<file path="src/pkg/hc_regs_pkg.sv">
// package for the host-control register bank: offsets, field positions,
// reset values and serial-side constants.
// assumes a 32-bit axi4-lite slave with byte addresses equal to offsets.
package hc_regs_pkg;
    // ----------------------------------------------------------------
    // register offsets
    // ----------------------------------------------------------------
    localparam logic [7:0] OFF_ROM_MAP_BASE = 8'h34;
    localparam logic [7:0] OFF_FAIL_LOW = 8'h38;
    localparam logic [7:0] OFF_FAIL_HIGH = 8'h3c;
    localparam logic [7:0] OFF_VENDOR = 8'h40;
    localparam logic [7:0] OFF_CTRL_SET = 8'h50;
    localparam logic [7:0] OFF_CTRL_CLR = 8'h54;
    localparam logic [7:0] OFF_LINK_CTRL = 8'h58;
    // ----------------------------------------------------------------
    // field layout
    // ----------------------------------------------------------------
    localparam int BASE_LSB = 10;
    localparam logic [31:0] BASE_MASK = 32'hfffffc00;
    localparam int BIT_IMAGE_OK = 31;
    localparam int BIT_SWAP_OFF = 30;
    localparam int BIT_DEFER_ACK = 29;
    localparam int BIT_PHY_PERMIT = 23;
    localparam int BIT_ENH_ON = 22;
    localparam int BIT_LPS = 19;
    localparam int BIT_POSTING = 18;
    localparam int BIT_LINK = 17;
    // bits the set address may raise; permit bit is clear-only and the
    // link flag lives at its own address, so neither is in this mask
    localparam logic [31:0] SET_MASK = 32'he04c0000;
    // bits the clear address may drop, bar the link flag at bit 17; also the control read mask
    localparam logic [31:0] CLR_MASK = 32'he0ce0000;
    localparam logic [31:0] CTRL_RESET = 32'h00000000;
    localparam logic [31:0] BASE_RESET = 32'h00000000;
    // arbitrary neutral identity value
    localparam logic [31:0] VENDOR_WORD = 32'h00000000;
    // ----------------------------------------------------------------
    // serial-side constants
    // ----------------------------------------------------------------
    localparam logic [47:0] ROM_LO = 48'hfffff0000400;
    localparam logic [47:0] ROM_HI = 48'hfffff00007ff;
    localparam int ROM_BITS = 10;
    localparam logic [1:0] RESP_OK = 2'h0;
    localparam logic [1:0] RESP_SLVERR = 2'h2;
endpackage

</file>
<file path="src/hdl/hc_regs.sv">
// host-control register bank: rom map base, posted-write failure capture,
// vendor word, host control set/clear flags, rom read decode.
// assumes an axi4-lite master on one 40 mhz clock and serial-side request
// strobes from same-clock link logic; strap and eeprom inputs are pins.
`timescale 1ns/10ps
`default_nettype none

module hc_regs #(
    parameter logic PERMIT_DEFAULT = 1'b0
) (
    input wire logic REF_CLK_IN,
    input wire logic RST_IN,
    input wire logic [7:0] AWADDR_IN,
    input wire logic AWVALID_IN,
    output logic AWREADY_OUT,
    input wire logic [31:0] WDATA_IN,
    input wire logic [3:0] WSTRB_IN,
    input wire logic WVALID_IN,
    output logic WREADY_OUT,
    output logic [1:0] BRESP_OUT,
    output logic BVALID_OUT,
    input wire logic BREADY_IN,
    input wire logic [7:0] ARADDR_IN,
    input wire logic ARVALID_IN,
    output logic ARREADY_OUT,
    output logic [31:0] RDATA_OUT,
    output logic [1:0] RRESP_OUT,
    output logic RVALID_OUT,
    input wire logic RREADY_IN,
    input wire logic EEPROM_PRESENT_IN,
    input wire logic EEPROM_PERMIT_IN,
    input wire logic ROM_REQ_IN,
    input wire logic ROM_BLOCK_IN,
    input wire logic [47:0] ROM_OFFSET_IN,
    input wire logic BUS_RESET_IN,
    input wire logic POST_FAIL_IN,
    input wire logic [47:0] POST_OFFSET_IN,
    input wire logic [15:0] POST_NODE_IN,
    output logic ROM_HIT_OUT,
    output logic [31:0] ROM_ADDR_OUT,
    output logic ROM_TYPE_ERR_OUT,
    output logic ROM_SERVICE_OUT,
    output logic ROM_UPDATE_OUT,
    output logic TARDY_OK_OUT,
    output logic SWAP_OUT,
    output logic LINK_POWER_OUT,
    output logic POSTING_OUT,
    output logic LINK_ACTIVE_OUT
);
    // ----------------------------------------------------------------
    // state
    // ----------------------------------------------------------------
    typedef struct packed {
        logic [7:0] awaddr; // latched write address
        logic aw_have; // write address taken
        logic [31:0] wdata; // latched write data
        logic [3:0] wstrb; // latched strobes
        logic w_have; // write data taken
        logic bvalid; // write response pending
        logic [1:0] bresp; // write response code
        logic rvalid; // read data pending
        logic [31:0] rdata; // read data word
        logic [1:0] rresp; // read response code
        logic [31:0] base; // rom map base, low bits zero
        logic [31:0] ctrl; // control flags
        logic [31:0] fail_low; // failed posted write, low capture
        logic [31:0] fail_high; // failed posted write, high capture
        logic strap_done; // permit flag already loaded
        logic [1:0] ee_pres_s; // eeprom present synchroniser
        logic [1:0] ee_perm_s; // eeprom permit synchroniser
        logic rom_hit; // quadlet rom read mapped
        logic [31:0] rom_addr; // host address for it
        logic type_err; // block read refused
        logic service; // block read serviced
        logic update; // image refresh strobe
        logic tardy_ok; // tardy ack allowed
        logic aw_rdy; // write address ready, registered
        logic w_rdy; // write data ready, registered
        logic ar_rdy; // read address ready, registered
        logic swap_on; // payload byte swap active
    } state_t;

    state_t cur_ff; // registered state
    state_t nxt_cur; // next state

    logic [31:0] rd_word; // read mux output
    logic rd_hit; // read address decodes
    logic wr_hit; // write address decodes
    logic in_rom; // offset inside rom window
    logic link_on; // shorthand for link flag
    logic [31:0] wmask; // byte-lane mask from strobes
    logic [31:0] link_bit; // link flag position, kept out of set/clear writes

    // ----------------------------------------------------------------
    // read decode
    // ----------------------------------------------------------------
    // reads of either control address give the same flags
    always_comb begin
        rd_hit = 1'b1;
        case (ARADDR_IN)
            hc_regs_pkg::OFF_ROM_MAP_BASE: rd_word = cur_ff.base & hc_regs_pkg::BASE_MASK;
            hc_regs_pkg::OFF_FAIL_LOW: rd_word = cur_ff.fail_low;
            hc_regs_pkg::OFF_FAIL_HIGH: rd_word = cur_ff.fail_high;
            hc_regs_pkg::OFF_VENDOR: rd_word = hc_regs_pkg::VENDOR_WORD;
            hc_regs_pkg::OFF_CTRL_SET,
            hc_regs_pkg::OFF_CTRL_CLR: rd_word = cur_ff.ctrl & hc_regs_pkg::CLR_MASK;
            hc_regs_pkg::OFF_LINK_CTRL: rd_word = {31'h0, cur_ff.ctrl[hc_regs_pkg::BIT_LINK]};
            default: begin
                rd_word = 32'h00000000;
                rd_hit = 1'b0;
            end
        endcase
    end

    // ----------------------------------------------------------------
    // next-state logic
    // ----------------------------------------------------------------
    always_comb begin
        nxt_cur = cur_ff;
        link_on = cur_ff.ctrl[hc_regs_pkg::BIT_LINK];
        wr_hit = 1'b0;
        // the link flag only moves through its own address
        link_bit = 32'h00000001 << hc_regs_pkg::BIT_LINK;
        for (int i = 0; i < 4; i++) begin
            wmask[i*8 +: 8] = {8{cur_ff.wstrb[i]}};
        end
        // eeprom pins pass two flops before use
        nxt_cur.ee_pres_s = {cur_ff.ee_pres_s[0], EEPROM_PRESENT_IN};
        nxt_cur.ee_perm_s = {cur_ff.ee_perm_s[0], EEPROM_PERMIT_IN};
        // load permit once after reset, from eeprom if fitted
        if (!cur_ff.strap_done) begin
            nxt_cur.strap_done = 1'b1;
            nxt_cur.ctrl[hc_regs_pkg::BIT_PHY_PERMIT] = cur_ff.ee_pres_s[1] ?
                cur_ff.ee_perm_s[1] : PERMIT_DEFAULT;
        end
        // address and data channels taken independently
        if (AWVALID_IN && !cur_ff.aw_have && !cur_ff.bvalid) begin
            nxt_cur.aw_have = 1'b1;
            nxt_cur.awaddr = AWADDR_IN;
        end
        if (WVALID_IN && !cur_ff.w_have && !cur_ff.bvalid) begin
            nxt_cur.w_have = 1'b1;
            nxt_cur.wdata = WDATA_IN;
            nxt_cur.wstrb = WSTRB_IN;
        end
        if (cur_ff.aw_have && cur_ff.w_have) begin
            nxt_cur.aw_have = 1'b0;
            nxt_cur.w_have = 1'b0;
            nxt_cur.bvalid = 1'b1;
            wr_hit = 1'b1;
            case (cur_ff.awaddr)
                hc_regs_pkg::OFF_ROM_MAP_BASE: nxt_cur.base = ((cur_ff.base & ~wmask) |
                    (cur_ff.wdata & wmask)) & hc_regs_pkg::BASE_MASK;
                hc_regs_pkg::OFF_CTRL_SET: nxt_cur.ctrl = cur_ff.ctrl |
                    (cur_ff.wdata & wmask & hc_regs_pkg::SET_MASK);
                hc_regs_pkg::OFF_CTRL_CLR: nxt_cur.ctrl = cur_ff.ctrl &
                    ~(cur_ff.wdata & wmask & hc_regs_pkg::CLR_MASK & ~link_bit);
                hc_regs_pkg::OFF_LINK_CTRL: begin
                    if (cur_ff.wstrb[0]) begin
                        nxt_cur.ctrl[hc_regs_pkg::BIT_LINK] = cur_ff.wdata[0];
                    end
                end
                hc_regs_pkg::OFF_FAIL_LOW,
                hc_regs_pkg::OFF_FAIL_HIGH,
                hc_regs_pkg::OFF_VENDOR: wr_hit = 1'b1; // read-only, write dropped
                default: wr_hit = 1'b0;
            endcase
            nxt_cur.bresp = wr_hit ? hc_regs_pkg::RESP_OK : hc_regs_pkg::RESP_SLVERR;
        end
        if (cur_ff.bvalid && BREADY_IN) begin
            nxt_cur.bvalid = 1'b0;
        end
        // read channel: one outstanding, answer one cycle after address
        if (ARVALID_IN && !cur_ff.rvalid) begin
            nxt_cur.rvalid = 1'b1;
            nxt_cur.rdata = rd_word;
            nxt_cur.rresp = rd_hit ? hc_regs_pkg::RESP_OK : hc_regs_pkg::RESP_SLVERR;
        end else if (cur_ff.rvalid && RREADY_IN) begin
            nxt_cur.rvalid = 1'b0;
        end
        // serial side: no rom hit, block reply, refresh or failure capture while link is off; rom_addr and tardy_ok still follow
        in_rom = (ROM_OFFSET_IN >= hc_regs_pkg::ROM_LO) && (ROM_OFFSET_IN <= hc_regs_pkg::ROM_HI);
        nxt_cur.rom_hit = ROM_REQ_IN && link_on && in_rom && !ROM_BLOCK_IN;
        nxt_cur.rom_addr = cur_ff.base + {22'h0, ROM_OFFSET_IN[hc_regs_pkg::ROM_BITS-1:0]};
        nxt_cur.type_err = ROM_REQ_IN && link_on && in_rom && ROM_BLOCK_IN &&
            !cur_ff.ctrl[hc_regs_pkg::BIT_IMAGE_OK];
        nxt_cur.service = ROM_REQ_IN && link_on && in_rom && ROM_BLOCK_IN &&
            cur_ff.ctrl[hc_regs_pkg::BIT_IMAGE_OK];
        nxt_cur.update = BUS_RESET_IN && link_on &&
            cur_ff.ctrl[hc_regs_pkg::BIT_IMAGE_OK];
        nxt_cur.tardy_ok = cur_ff.ctrl[hc_regs_pkg::BIT_DEFER_ACK];
        // capture a failed posted write only when posting is enabled
        if (POST_FAIL_IN && link_on && cur_ff.ctrl[hc_regs_pkg::BIT_POSTING]) begin
            nxt_cur.fail_low = POST_OFFSET_IN[31:0];
            nxt_cur.fail_high = {POST_NODE_IN, POST_OFFSET_IN[47:32]};
        end
        // handshake readies and the swap select are registered so that
        // every port comes straight from a flop; they follow the next state
        nxt_cur.aw_rdy = !nxt_cur.aw_have && !nxt_cur.bvalid;
        nxt_cur.w_rdy = !nxt_cur.w_have && !nxt_cur.bvalid;
        nxt_cur.ar_rdy = !nxt_cur.rvalid;
        nxt_cur.swap_on = !nxt_cur.ctrl[hc_regs_pkg::BIT_SWAP_OFF];
        if (RST_IN) begin
            nxt_cur = '0;
            // synchronisers keep shifting through reset, so the one-shot
            // permit load right after release sees settled pin values
            nxt_cur.ee_pres_s = {cur_ff.ee_pres_s[0], EEPROM_PRESENT_IN};
            nxt_cur.ee_perm_s = {cur_ff.ee_perm_s[0], EEPROM_PERMIT_IN};
            nxt_cur.base = hc_regs_pkg::BASE_RESET;
            nxt_cur.ctrl = hc_regs_pkg::CTRL_RESET;
            // idle bus: all three channels ready, swapping on
            nxt_cur.aw_rdy = 1'b1;
            nxt_cur.w_rdy = 1'b1;
            nxt_cur.ar_rdy = 1'b1;
            nxt_cur.swap_on = 1'b1;
        end
    end

    // ----------------------------------------------------------------
    // registers
    // ----------------------------------------------------------------
    always_ff @(posedge REF_CLK_IN) begin
        cur_ff <= nxt_cur;
    end

    // ----------------------------------------------------------------
    // outputs, all straight from flops
    // ----------------------------------------------------------------
    assign AWREADY_OUT = cur_ff.aw_rdy;
    assign WREADY_OUT = cur_ff.w_rdy;
    assign BVALID_OUT = cur_ff.bvalid;
    assign BRESP_OUT = cur_ff.bresp;
    assign ARREADY_OUT = cur_ff.ar_rdy;
    assign RVALID_OUT = cur_ff.rvalid;
    assign RDATA_OUT = cur_ff.rdata;
    assign RRESP_OUT = cur_ff.rresp;
    assign ROM_HIT_OUT = cur_ff.rom_hit;
    assign ROM_ADDR_OUT = cur_ff.rom_addr;
    assign ROM_TYPE_ERR_OUT = cur_ff.type_err;
    assign ROM_SERVICE_OUT = cur_ff.service;
    assign ROM_UPDATE_OUT = cur_ff.update;
    assign TARDY_OK_OUT = cur_ff.tardy_ok;
    assign SWAP_OUT = cur_ff.swap_on;
    assign LINK_POWER_OUT = cur_ff.ctrl[hc_regs_pkg::BIT_LPS];
    assign POSTING_OUT = cur_ff.ctrl[hc_regs_pkg::BIT_POSTING];
    assign LINK_ACTIVE_OUT = link_on;
endmodule // hc_regs

`default_nettype wire

</file>
<file path="config.mk">
export PLATFORM = sky130hd
export DESIGN_NAME = hc_regs
export DESIGN_NICKNAME = d
export VERILOG_FILES = /design/src/pkg/hc_regs_pkg.sv /design/src/hdl/hc_regs.sv
export SDC_FILE = /design/constraint.sdc
export NUM_CORES = 1
export LEC_CHECK = 0
export ABC_AREA = 1
export BUFFER_PORTS_ARGS = -buffer_cell sky130_fd_sc_hd__buf_2
export CORE_UTILIZATION = 30
export DETAILED_ROUTE_END_ITERATION = 6
export SLEW_MARGIN = 20
export SYNTH_ARGS = -nofsm -noshare
export SYNTH_HDL_FRONTEND = slang
export SYNTH_SLANG_ARGS = --single-unit
</file>
<file path="constraint.sdc">
create_clock -name REF_CLK_IN -period 2.4 [get_ports REF_CLK_IN]
set_clock_uncertainty 0.1 [all_clocks]
set_input_delay 0.36 -clock REF_CLK_IN [delete_from_list [all_inputs] [get_ports REF_CLK_IN]]
set_output_delay 0.36 -clock REF_CLK_IN [all_outputs]
set_load 0.005 [all_outputs]
</file>
==> results of run 1 <==
-- logic make-up after synthesis --
| family | after synthesis | share of synthesized area |
|---|---|---|
| other | 1 | 0.000432 |
| DFF | 213 | 0.491 |
| buffers and inverters | 294 | 0.160 |
| and+or+nand+nor | 320 | 0.158 |
| AOI/OAI and AO/OA | 318 | 0.190 |
-- timing repair --
action | 4_1_cts | 5_1_grt
hold buffers | 15 | 0
endpoints found under the setup margin | 0 | 0
hold endpoints to repair | 15 | 0
setup buffers | 0 | 0
-- worst min-delay path by stage --
stage	start	slack (ns)	endpoint	cells past startpoint
global placement	cur_ff[43]$_DFF_P_	0.21	cur_ff[44]$_DFF_P_	0
floorplan	cur_ff[41]$_DFF_P_	0.21	cur_ff[42]$_DFF_P_	0
detailed placement	cur_ff[43]$_DFF_P_	0.22	cur_ff[44]$_DFF_P_	0
finish	WDATA_IN[16]	0.02	cur_ff[233]$_SDFFE_PP0P_	3
CTS	AWADDR_IN[4]	0.006	cur_ff[254]$_SDFFE_PP0P_	3
global route	POST_OFFSET_IN[12]	0.03	cur_ff[90]$_SDFFE_PP0P_	3
-- power by group through the flow --
stage / Combinational [mW] / Clock (mW) / Sequential [mW]
after floorplan: 0.279 / 0 / 3.73
after global placement: 0.504 / 0 / 3.74
after detailed placement: 0.511 / 0 / 3.74
after CTS: 0.532 / 3.98 / 3.66
after global routing: 0.594 / 4.14 / 3.67
final: 0.526 / 3.88 / 3.66
-- worst max-delay path, cell delays in order (launching register included) --
cell and delay (ns):
sky130_fd_sc_hd__dfxtp_1 0.33, sky130_fd_sc_hd__nor2_4 0.17, sky130_fd_sc_hd__inv_2 0.07, sky130_fd_sc_hd__nor2_4 0.10, sky130_fd_sc_hd__inv_2 0.05, sky130_fd_sc_hd__nor2_4 0.13, sky130_fd_sc_hd__nand3_1 0.34, sky130_fd_sc_hd__o21ai_0 0.28
sky130_fd_sc_hd__a21oi_1 0.06
-- cell type report --
cell class,instances,area (um2)
Tap cell,378,473
Fill cell,2953,17300
Clock inverter,13,149
Multi-Input combinational cell,640,3050
Inverter,166,624
Clock buffer,32,702
Antenna cell,2,5.00
Sequential cell,213,4260
Timing Repair Buffer,282,1580
-- cell usage in the layout, fill, tap and decap left out, drive strengths merged --
cell type | netlist | routed
o21bai | 3 | 3
o31ai | 7 | 7
clkbuf | 41 | 32
nand4 | 9 | 9
a31oi | 1 | 1
o211ai | 1 | 1
nor3 | 7 | 7
dlygate4sd3 | 0 | 15
nor4 | 1 | 1
conb | 1 | 2
buf | 87 | 267
nand2 | 152 | 152
o22ai | 9 | 9
inv | 166 | 166
o21ai | 146 | 146
clkinvlp | 0 | 2
dfxtp | 213 | 213
diode | 0 | 2
or2 | 4 | 4
bufinv | 0 | 3
nand3 | 50 | 50
nor2 | 97 | 97
clkinv | 0 | 8
a21oi | 151 | 151
-- layer usage --
metal | GRT usage | part of all wire
met1 | 0.206 | 0.45
met2 | 0.280 | 0.47
met3 | 0.0375 | 0.056
met4 | 0.0492 | 0.025
met5 | 0 | 0.00032
-- per-stage QoR --
| step | total power [mW] | setup WS, ns | hold WS, ns | utilization | instance area [um2] |
|---|---|---|---|---|---|
| final | 8.07 | 0.651 | 0.0243 | 0.385 | 10800 |
| after detailed placement | 4.25 | 0.527 | 0.216 | 0.349 | 9840 |
| after floorplan | 4.01 | 0.989 | 0.210 | - | 8690 |
| after global placement | 4.24 | 0.549 | 0.213 | 0.349 | 9840 |
| after global routing | 8.40 | 0.464 | 0.0328 | 0.385 | 10800 |
| after CTS | 8.17 | 0.625 | 0.00592 | 0.385 | 10800 |
==> impl_metrics.sql, run 1 <==
INSERT INTO impl_metrics (metric_group, metric, value, unit) VALUES
('drt', 'drc', '0', ''),
('clocking', 'cts.reportedPaths.clkPinSlew', '0.06', 'ns'),
('yosys', 'ys_ff_latch', '213', ''),
('sta', 'timing.final.max_slew_violations', '0', ''),
('drt', 'first_iter_violations', '402', ''),
('global_routing', 'grt.total_usage', '0.165', ''),
('yosys', 'avgSynthCellArea', '7.58', 'um2'),
('power_and_ir_drop', 'cellLeakagePower', '4.60', 'nW'),
('global_routing', 'number_of_antenna_violations_at_the_first_check_in_global_routing', '3', ''),
('power_and_ir_drop', 'intPower', '6.22', 'mW'),
('clocking', 'cts_resized', '0', ''),
('worst_setup_path', 'cp-end-kind', 'flop', ''),
('yosys', 'synth_most_common_cell', 'sky130_fd_sc_hd__dfxtp_1', ''),
('clocking', 'cts_h_tree_depth', '1', ''),
('yosys', 'yosys_warnings', '0', ''),
('drt', 'drt-pass1-iter-count', '4', ''),
('finish', 'drive_above_1_share', '0.253', ''),
('sta', 'final.setup.tns', '0', 'ns'),
('yosys', 'number_of_flops_mapped_to_enable_cells_by_yosys', '0', ''),
('finish', 'final_net_count', '1505', ''),
('yosys', 'yosysTopAreaCell', 'sky130_fd_sc_hd__dfxtp_1', ''),
('die', 'floorplan.initialDensity', '0.308', ''),
('drt', 'wire_per_inst', '14.3', 'um'),
('sta', 'timing.slew.headroom', '0.562', ''),
('clocking', 'tritoncts', 'done', ''),
('yosys', 'ys_top_cells_by_area', 'sky130_fd_sc_hd__dfxtp_1, sky130_fd_sc_hd__a21oi_1, sky130_fd_sc_hd__o21ai_0', ''),
('clocking', 'cts_root_buf', 'sky130_fd_sc_hd__clkbuf_16', ''),
('worst_setup_path', 'worst_setup_path_start_kind', 'flop', ''),
('worst_setup_path', 'regToRegStartpoint', 'cur_ff[250]$_SDFFE_PP0P_', ''),
('yosys', 'synth.top_cells.by_count', 'sky130_fd_sc_hd__dfxtp_1, sky130_fd_sc_hd__inv_1, sky130_fd_sc_hd__a21oi_1, sky130_fd_sc_hd__nand2_1, sky130_fd_sc_hd__o21ai_0', ''),
('yosys', 'fraction_of_synthesis_flops_using_an_asynchronous_set_or_reset_pin', '0', ''),
('sta', 'period_needed', '1.75', 'ns'),
('die', 'die-area', '29600', 'um2'),
('clocking', 'cts-buffers-inserted', '25', ''),
('sta', 'timing.final.crit_share', '0.729', ''),
('yosys', 'post-synth-top-area-fraction', '0.491', ''),
('status', 'outcome', 'complete, no violations', ''),
('worst_setup_path', 'path_max_fanout', '12', ''),
('worst_setup_path', 'arrival', '2.03', 'ns'),
('power_and_ir_drop', 'power_frac_comb', '0.065', ''),
('power_and_ir_drop', 'power_switching_share', '0.229', ''),
('power_and_ir_drop', 'vdd_drop_max', '0.443', 'mV'),
('global_routing', 'pin_count_of_the_biggest_net_entering_global_routing', '68', ''),
('worst_setup_path', 'r2r_cells', '8', ''),
('yosys', 'ys_types', '29', ''),
('place', 'port_buffers', '247', ''),
('worst_setup_path', 'worst_ep_required_time', '2.68', 'ns'),
('clocking', 'cts.sink_count', '213', ''),
('worst_setup_path', 'setup_slack_of_the_most_critical_reg_to_reg_path', '0.65', 'ns'),
('drt', 'routed-via-count', '7591', ''),
('sta', 'max_clock_freq', '572', 'MHz'),
('sta', 'finalSetupViolations', '0', ''),
('finish', 'synthToLayoutAreaGrowth', '24.8', '%'),
('place', 'place_inst', '1664', ''),
('die', 'design.portCount', '259', ''),
('power_and_ir_drop', 'power.share.sequential', '0.454', ''),
('die', 'floorplan.die.height', '172', 'um'),
('worst_setup_path', 'critical_path.startpoint', 'cur_ff[250]$_SDFFE_PP0P_', ''),
('yosys', 'sequential_area_share_after_synthesis', '0.491', ''),
('sta', 'worst-slew-pin-transition', '0.654', 'ns'),
('worst_hold_path', 'hp-class', 'in -> reg', ''),
('drt', 'vias_per_instance', '4.40', ''),
('clocking', 'cts.path.max_buffers', '3', ''),
('global_routing', 'grt_pass1_wl', '38000', 'um'),
('drt', 'finalWirelength', '24700', 'um'),
('place', 'dpl.hpwl', '17900', 'um'),
('power_and_ir_drop', 'pwr-share-clk', '0.481', ''),
('power_and_ir_drop', 'p_per_area', '744', 'nW/um2'),
('yosys', 'post_synth_inst_count', '1146', ''),
('clocking', 'insertion_delay', '0.51', 'ns'),
('drt', 'final_antenna_net_count', '0', '');
(Power assumes the default switching activity.)
==> inputs of run 2 (changes only) <==
==> constraint.sdc (replaced) <==
create_clock -name REF_CLK_IN -period 1.7 [get_ports REF_CLK_IN]
set_clock_uncertainty 0.1 [all_clocks]
set_input_delay 0.255 -clock REF_CLK_IN [delete_from_list [all_inputs] [get_ports REF_CLK_IN]]
set_output_delay 0.255 -clock REF_CLK_IN [all_outputs]
set_load 0.005 [all_outputs]
==> run 2 against run 1 <==
  * First-iteration DRC count increased by 36%
  * Worst hold slack got worse by 0.014 ns
  * Sequential share of layout area decreased by 4.2 points
  * Highest routed layer is now met4
==> impl_metrics.sql, run 2 (synthesis gave the netlist of run 1 again) <==
INSERT INTO impl_metrics (metric_group, metric, value, unit) VALUES
('power_and_ir_drop', 'total_power', '11.6', 'mW'),
('finish', 'mostFrequentLayoutCell', 'sky130_fd_sc_hd__buf_2', ''),
('clocking', 'cts.sink_count', '213', ''),
('clocking', 'cts.path.max_buffers', '3', ''),
('worst_setup_path', 'worst_setup_path_start_kind', 'flop', ''),
('finish', 'layout.cells.most_common_list', 'sky130_fd_sc_hd__buf_2, sky130_fd_sc_hd__dfxtp_1, sky130_fd_sc_hd__inv_1', ''),
('drt', 'vias_per_instance', '4.43', ''),
('sta', 'timing.final.crit_share', '0.917', ''),
('die', 'design.portCount', '259', ''),
('status', 'outcome', 'complete, no violations', ''),
('drt', 'wire_per_inst', '14.4', 'um'),
('power_and_ir_drop', 'power.share.sequential', '0.445', ''),
('worst_setup_path', 'slowest_delay', '0.38', 'ns'),
('die', 'die-area', '29600', 'um2'),
('finish', 'n_antenna_cell', '0', ''),
('die', 'floorplan.initialDensity', '0.308', ''),
('worst_setup_path', 'worst-setup-path-type', 'reg -> out', ''),
('global_routing', 'pin_count_of_the_biggest_net_entering_global_routing', '62', ''),
('worst_setup_path', 'timing.critical_path.max_delay_family', 'flip-flops', ''),
('power_and_ir_drop', 'power_frac_comb', '0.086', ''),
('sta', 'period_needed', '1.56', 'ns'),
('clocking', 'insertion_delay', '0.52', 'ns'),
('power_and_ir_drop', 'intPower', '8.94', 'mW'),
('global_routing', 'first_global_vias', '7903', ''),
('finish', 'fillers', '2761', ''),
('power_and_ir_drop', 'vdd_drop_max', '0.664', 'mV'),
('sta', 'final.setup.tns', '0', 'ns'),
('finish', 'final-instance-count-excl-fill', '1845', ''),
('worst_setup_path', 'timing.critical_path.depth', '2', ''),
('run', 'drv.max_cap_violation_count', '0', ''),
('sta', 'unrepaired_setup_endpoints_after_global_routing', 'no', ''),
('worst_setup_path', 'path_max_fanout', '5', ''),
('worst_setup_path', 'worst_ep_required_time', '1.34', 'ns'),
('place', 'port_buffers', '247', ''),
('clocking', 'cts-buffers-inserted', '25', ''),
('clocking', 'cts_root_buf', 'sky130_fd_sc_hd__clkbuf_16', ''),
('die', 'floorplan.die.height', '172', 'um'),
('drt', 'finalWirelength', '26600', 'um'),
('drt', 'first_iter_violations', '547', ''),
('worst_setup_path', 'regToRegStartpoint', 'cur_ff[253]$_SDFFE_PP0P_', ''),
('place', 'dpl.hpwl', '17900', 'um'),
('worst_setup_path', 'cp-end-kind', 'output pin', ''),
('sta', 'finalSetupViolations', '0', ''),
('drt', 'routed-via-count', '8175', ''),
('drt', 'drt-pass1-iter-count', '4', ''),
('worst_hold_path', 'hold-path-cell-count', '3', ''),
('die', 'die_width', '172', 'um'),
('worst_setup_path', 'crit_buf_inv', '2', ''),
('global_routing', 'grt_pass1_wl', '40800', 'um'),
('worst_hold_path', 'worst_min_delay_path_startpoint', 'WDATA_IN[29]', ''),
('global_routing', 'grt_remaining_overflow', '0', ''),
('power_and_ir_drop', 'pwr-share-clk', '0.469', ''),
('power_and_ir_drop', 'power_switching_share', '0.231', ''),
('finish', 'synthToLayoutAreaGrowth', '39.7', '%'),
('clocking', 'tritoncts', 'done', ''),
('power_and_ir_drop', 'p_per_area', '958', 'nW/um2'),
('worst_setup_path', 'r2r_cells', '8', ''),
('die', 'fp.coreArea', '28200', 'um2'),
('clocking', 'cts.reportedPaths.clkPinSlew', '0.06', 'ns'),
('die', 'rows', '61', ''),
('finish', 'drive_above_1_share', '0.238', ''),
('global_routing', 'grt.total_usage', '0.176', ''),
('worst_hold_path', 'hp-class', 'in -> reg', ''),
('sta', 'timing.final.max_slew_violations', '0', ''),
('finish', 'final_net_count', '1628', ''),
('clocking', 'cts_h_tree_depth', '1', ''),
('drt', 'drc', '0', ''),
('power_and_ir_drop', 'power.net_switching', '2.69', 'mW'),
('worst_setup_path', 'setup_slack_of_the_most_critical_reg_to_reg_path', '0.17', 'ns'),
('worst_setup_path', 'path_cells', 'buf_4 -> buf_2', ''),
('place', 'gpl.final_weighted_congestion', '0.787', ''),
('sta', 'final-hold-violation-count', '0', ''),
('worst_setup_path', 'arrival', '1.20', 'ns'),
('global_routing', 'number_of_antenna_violations_at_the_first_check_in_global_routing', '0', ''),
('worst_setup_path', 'max_stage_delay_cell_worst_path', 'sky130_fd_sc_hd__dfxtp_1', ''),
('power_and_ir_drop', 'cellLeakagePower', '5.13', 'nW'),
('place', 'place_inst', '1675', ''),
('drt', 'final_antenna_net_count', '0', ''),
('sta', 'max_clock_freq', '641', 'MHz');
## run 2: changes by cell type in the layout (fill, tap and decap cells not counted), sizes merged, moves of 2 or more
cell         delta
buf            +11
diode           -2
clkinv          -3
dlygate4sd3   +112
## run 2: metrics by stage
step	hold slack [ns]	worst slack [ns]	instance area, um2	utilization
finish	0.0101	0.141	12100	0.431
global route	0.0302	0.00241	12100	0.431
CTS	0.000189	0.0574	12100	0.430
detailed placement	0.216	0.0345	10000	0.355
global placement	0.212	0.0429	10000	0.355
floorplan	0.183	0.289	8690	-
## run 2: timing repair
item                                    in CTS  in global routing
endpoints found under the hold margin      115                  0
setup buffers                                0                  0
gates resized for setup                      0                  5
endpoints found under the setup margin       0                 15
hold buffers                               127                  0
## run 2: worst paths after layout
| check | endpoint |
|---|---|
| worst min-delay path | cur_ff[246]$_SDFFE_PP0P_ |
| worst max-delay path | LINK_ACTIVE_OUT |
| worst min register to register | cur_ff[42]$_DFF_P_ |
| worst max register to register | flop |
## run 2: tightest hold or removal path, cell delays in order
cell                      delay (ns)
sky130_fd_sc_hd__buf_2          0.08
sky130_fd_sc_hd__o21ai_0        0.11
sky130_fd_sc_hd__a21oi_1        0.14
## run 2: power groups by stage
| stage | clock, mW | sequential [mW] | combinational [mW] |
|---|---|---|---|
| global route | 5.80 | 5.18 | 1.11 |
| CTS | 5.59 | 5.17 | 0.997 |
| finish | 5.45 | 5.17 | 1.00 |
| detailed placement | 0 | 5.28 | 0.763 |
| global placement | 0 | 5.28 | 0.749 |
| floorplan | 0 | 5.27 | 0.394 |
## run 2: routing by layer
| layer | track usage | share of wire | routed length (um) | vias to the layer above |
|---|---|---|---|---|
| li1 | - | - | - | 4207 |
| met5 | 0 | 0 | 0 | - |
| met2 | 0.306 | 0.48 | 12800 | 203 |
| met3 | 0.0352 | 0.052 | 1370 | 51 |
| met4 | 0.0596 | 0.029 | 771 | 0 |
| met1 | 0.215 | 0.44 | 11600 | 3714 |
## run 2: cell type report
type	instances	area, um2	share of cell area
repair buffers	405	2870	0.236
clock inverters	10	133	0.0109
multi-input cells	640	3080	0.254
flip-flops and latches	213	4260	0.351
inverters	166	624	0.0514
clock buffers	33	696	0.0573
well taps	378	473	0.0390
==> inputs of run 3 (changes only) <==
--- a/config.mk
+++ b/config.mk
@@ -7,8 +7,13 @@
 export LEC_CHECK = 0
 export ABC_AREA = 1
 export BUFFER_PORTS_ARGS = -buffer_cell sky130_fd_sc_hd__buf_2
+export CELL_PAD_IN_SITES_DETAIL_PLACEMENT = 0
+export CELL_PAD_IN_SITES_GLOBAL_PLACEMENT = 1
 export CORE_UTILIZATION = 30
 export DETAILED_ROUTE_END_ITERATION = 6
+export PLACE_DENSITY_LB_ADDON = 0.1
+export REMOVE_ABC_BUFFERS = 1
+export SKIP_LAST_GASP = 1
 export SLEW_MARGIN = 20
 export SYNTH_ARGS = -nofsm -noshare
 export SYNTH_HDL_FRONTEND = slang
==> run 3 against run 2 <==
  * Cell count rose by 0.70%
  * Die area stayed put
  * Final area grew 0.91%
  * Worst hold slack better by 0.038 ns
  * Non-clock buffer count grew 9
  * Critical path type unchanged
  * Global-route usage down 0.064 points
  * Total power decreased by 0.51%
  * Largest power group unchanged
  * Via count shrank 3.4%
  * Routed wire length is 2.1% lower
  * Critical path depth unchanged
==> impl_metrics.sql, run 3 (synthesis gave the netlist of run 1 again) <==
INSERT INTO impl_metrics (metric_group, metric, value, unit) VALUES
('status', 'outcome', 'complete, no violations', ''),
('clocking', 'tritoncts', 'done', ''),
('worst_setup_path', 'slowest_delay', '0.44', 'ns'),
('global_routing', 'grt_pass1_wl', '40400', 'um'),
('sta', 'layout_setup_ws', '0.100', 'ns'),
('sta', 'final-hold-violation-count', '0', ''),
('die', 'fp.coreArea', '28200', 'um2'),
('worst_setup_path', 'timing.critical_path.max_delay_family', 'flip-flops', ''),
('drt', 'drt-pass1-iter-count', '4', ''),
('die', 'rows', '61', ''),
('finish', 'fillers', '2934', ''),
('place', 'dpl.hpwl', '17200', 'um'),
('global_routing', 'grt_remaining_overflow', '0', ''),
('clocking', 'cts_h_tree_depth', '1', ''),
('sta', 'timing.final.crit_share', '0.941', ''),
('sta', 'period_needed', '1.60', 'ns'),
('sta', 'finalSetupViolations', '0', ''),
('place', 'dpl_cell_area', '10100', 'um2'),
('worst_setup_path', 'path_max_fanout', '4', ''),
('worst_setup_path', 'max_stage_delay_cell_worst_path', 'sky130_fd_sc_hd__dfxtp_1', ''),
('finish', 'mostFrequentLayoutCell', 'sky130_fd_sc_hd__buf_2', ''),
('finish', 'synthToLayoutAreaGrowth', '40.9', '%'),
('place', 'port_buffers', '247', ''),
('global_routing', 'pin_count_of_the_biggest_net_entering_global_routing', '68', ''),
('worst_hold_path', 'hp-class', 'in -> reg', ''),
('die', 'floorplan.initialDensity', '0.308', ''),
('global_routing', 'first_global_vias', '7441', ''),
('clocking', 'cts.sink_count', '213', ''),
('sta', 'fin_hold_ws', '0.0481', 'ns'),
('worst_setup_path', 'crit_buf_inv', '2', ''),
('clocking', 'cts_root_buf', 'sky130_fd_sc_hd__clkbuf_16', ''),
('finish', 'final_cell_area', '12200', 'um2'),
('clocking', 'insertion_delay', '0.52', 'ns'),
('sta', 'unrepaired_setup_endpoints_after_global_routing', 'no', ''),
('worst_setup_path', 'worst_setup_path_start_kind', 'flop', ''),
('worst_setup_path', 'path_cells', 'buf_4 -> buf_2', ''),
('drt', 'wire_per_inst', '14.0', 'um'),
('drt', 'vias_per_instance', '4.25', ''),
('finish', 'drive_above_1_share', '0.239', ''),
('place', 'place_inst', '1680', ''),
('place', 'post-place-ws', '0.0916', 'ns'),
('sta', 'timing.final.max_slew_violations', '0', ''),
('drt', 'finalWirelength', '26000', 'um'),
('drt', 'final_antenna_net_count', '0', ''),
('worst_setup_path', 'cp-end-kind', 'output pin', ''),
('die', 'die_width', '172', 'um'),
('global_routing', 'grt.total_usage', '0.175', ''),
('finish', 'layout.cells.most_common_list', 'sky130_fd_sc_hd__buf_2, sky130_fd_sc_hd__dfxtp_1, sky130_fd_sc_hd__inv_1', ''),
('run', 'drv.max_cap_violation_count', '0', ''),
('global_routing', 'number_of_antenna_violations_at_the_first_check_in_global_routing', '1', ''),
('worst_setup_path', 'worst-setup-path-type', 'reg -> out', ''),
('drt', 'routed-via-count', '7898', ''),
('finish', 'post-route-util', '0.435', ''),
('power_and_ir_drop', 'cellLeakagePower', '5.19', 'nW'),
('finish', 'final-instance-count-excl-fill', '1858', ''),
('worst_setup_path', 'worst_ep_required_time', '1.34', 'ns'),
('clocking', 'cts-buffers-inserted', '26', ''),
('die', 'floorplan.die.height', '172', 'um'),
('drt', 'first_iter_violations', '375', ''),
('drt', 'drc', '0', ''),
('die', 'design.portCount', '259', ''),
('die', 'die-area', '29600', 'um2'),
('worst_setup_path', 'arrival', '1.24', 'ns'),
('finish', 'final_net_count', '1638', ''),
('place', 'gpl.final_weighted_congestion', '0.731', ''),
('power_and_ir_drop', 'p_per_area', '945', 'nW/um2'),
('power_and_ir_drop', 'vdd_drop_max', '0.574', 'mV'),
('clocking', 'cts.reportedPaths.clkPinSlew', '0.06', 'ns'),
('clocking', 'cts.path.max_buffers', '3', ''),
('sta', 'max_clock_freq', '625', 'MHz');
## run 3: timing repair
action,CTS,global route
resized for setup,0,6
hold buffers,131,0
setup endpoints to repair,0,8
setup buffers,0,0
endpoints found under the hold margin,119,0
## run 3: worst paths after layout
path                                 start                       to  slack (ns)  depth (start not counted)
hold / removal                POST_FAIL_IN  cur_ff[97]$_SDFFE_PP0P_        0.05                          3
setup reg to reg  cur_ff[250]$_SDFFE_PP0P_                     flop        0.11                          6
setup / recovery                      flop          LINK_ACTIVE_OUT        0.10                          2
hold reg to reg         cur_ff[41]$_DFF_P_       cur_ff[42]$_DFF_P_        0.22                          0
## run 3: layer usage
metal,track usage,share of wire,routed length [um]
met4,0.0527,0.024,618
met5,0,0,0
met2,0.283,0.43,11300
met1,0.234,0.48,12500
met3,0.0371,0.063,1630
## run 3: per-stage QoR
stage	TNS [ns]	total power, mW
after global placement	0	6.05
after floorplan	-128.99	5.59
after detailed placement	0	6.06
final	0	11.6
after global routing	0	12.2
after CTS	0	11.8
## run 3: worst min-delay path, delay by kind of cell
kind                   cells  cell delay [ns]
AND/OR/NAND/NOR            1             0.15
AO/OA/AOI/OAI              1             0.08
buffers and inverters      1             0.12
## run 3: layout make-up
type / instances / area (um2) / area share
sequential: 213 / 4260 / 0.348
multi-input combinational: 640 / 3060 / 0.250
timing repair buffer: 414 / 2990 / 0.244
clock buffer: 40 / 774 / 0.0632
inverter: 166 / 626 / 0.0511
tap: 378 / 473 / 0.0386
clock inverter: 6 / 60.1 / 0.00490
antenna: 1 / 2.50 / 0.000204
## run 3: power breakdown
| part | internal, mW | switching, mW | leakage [nW] |
|---|---|---|---|
| Clock | 3.26 | 2.13 | 0.404 |
| Sequential | 5.11 | 0.0599 | 1.73 |
| Combinational | 0.523 | 0.480 | 3.06 |
| Total | 8.90 | 2.67 | 5.19 |
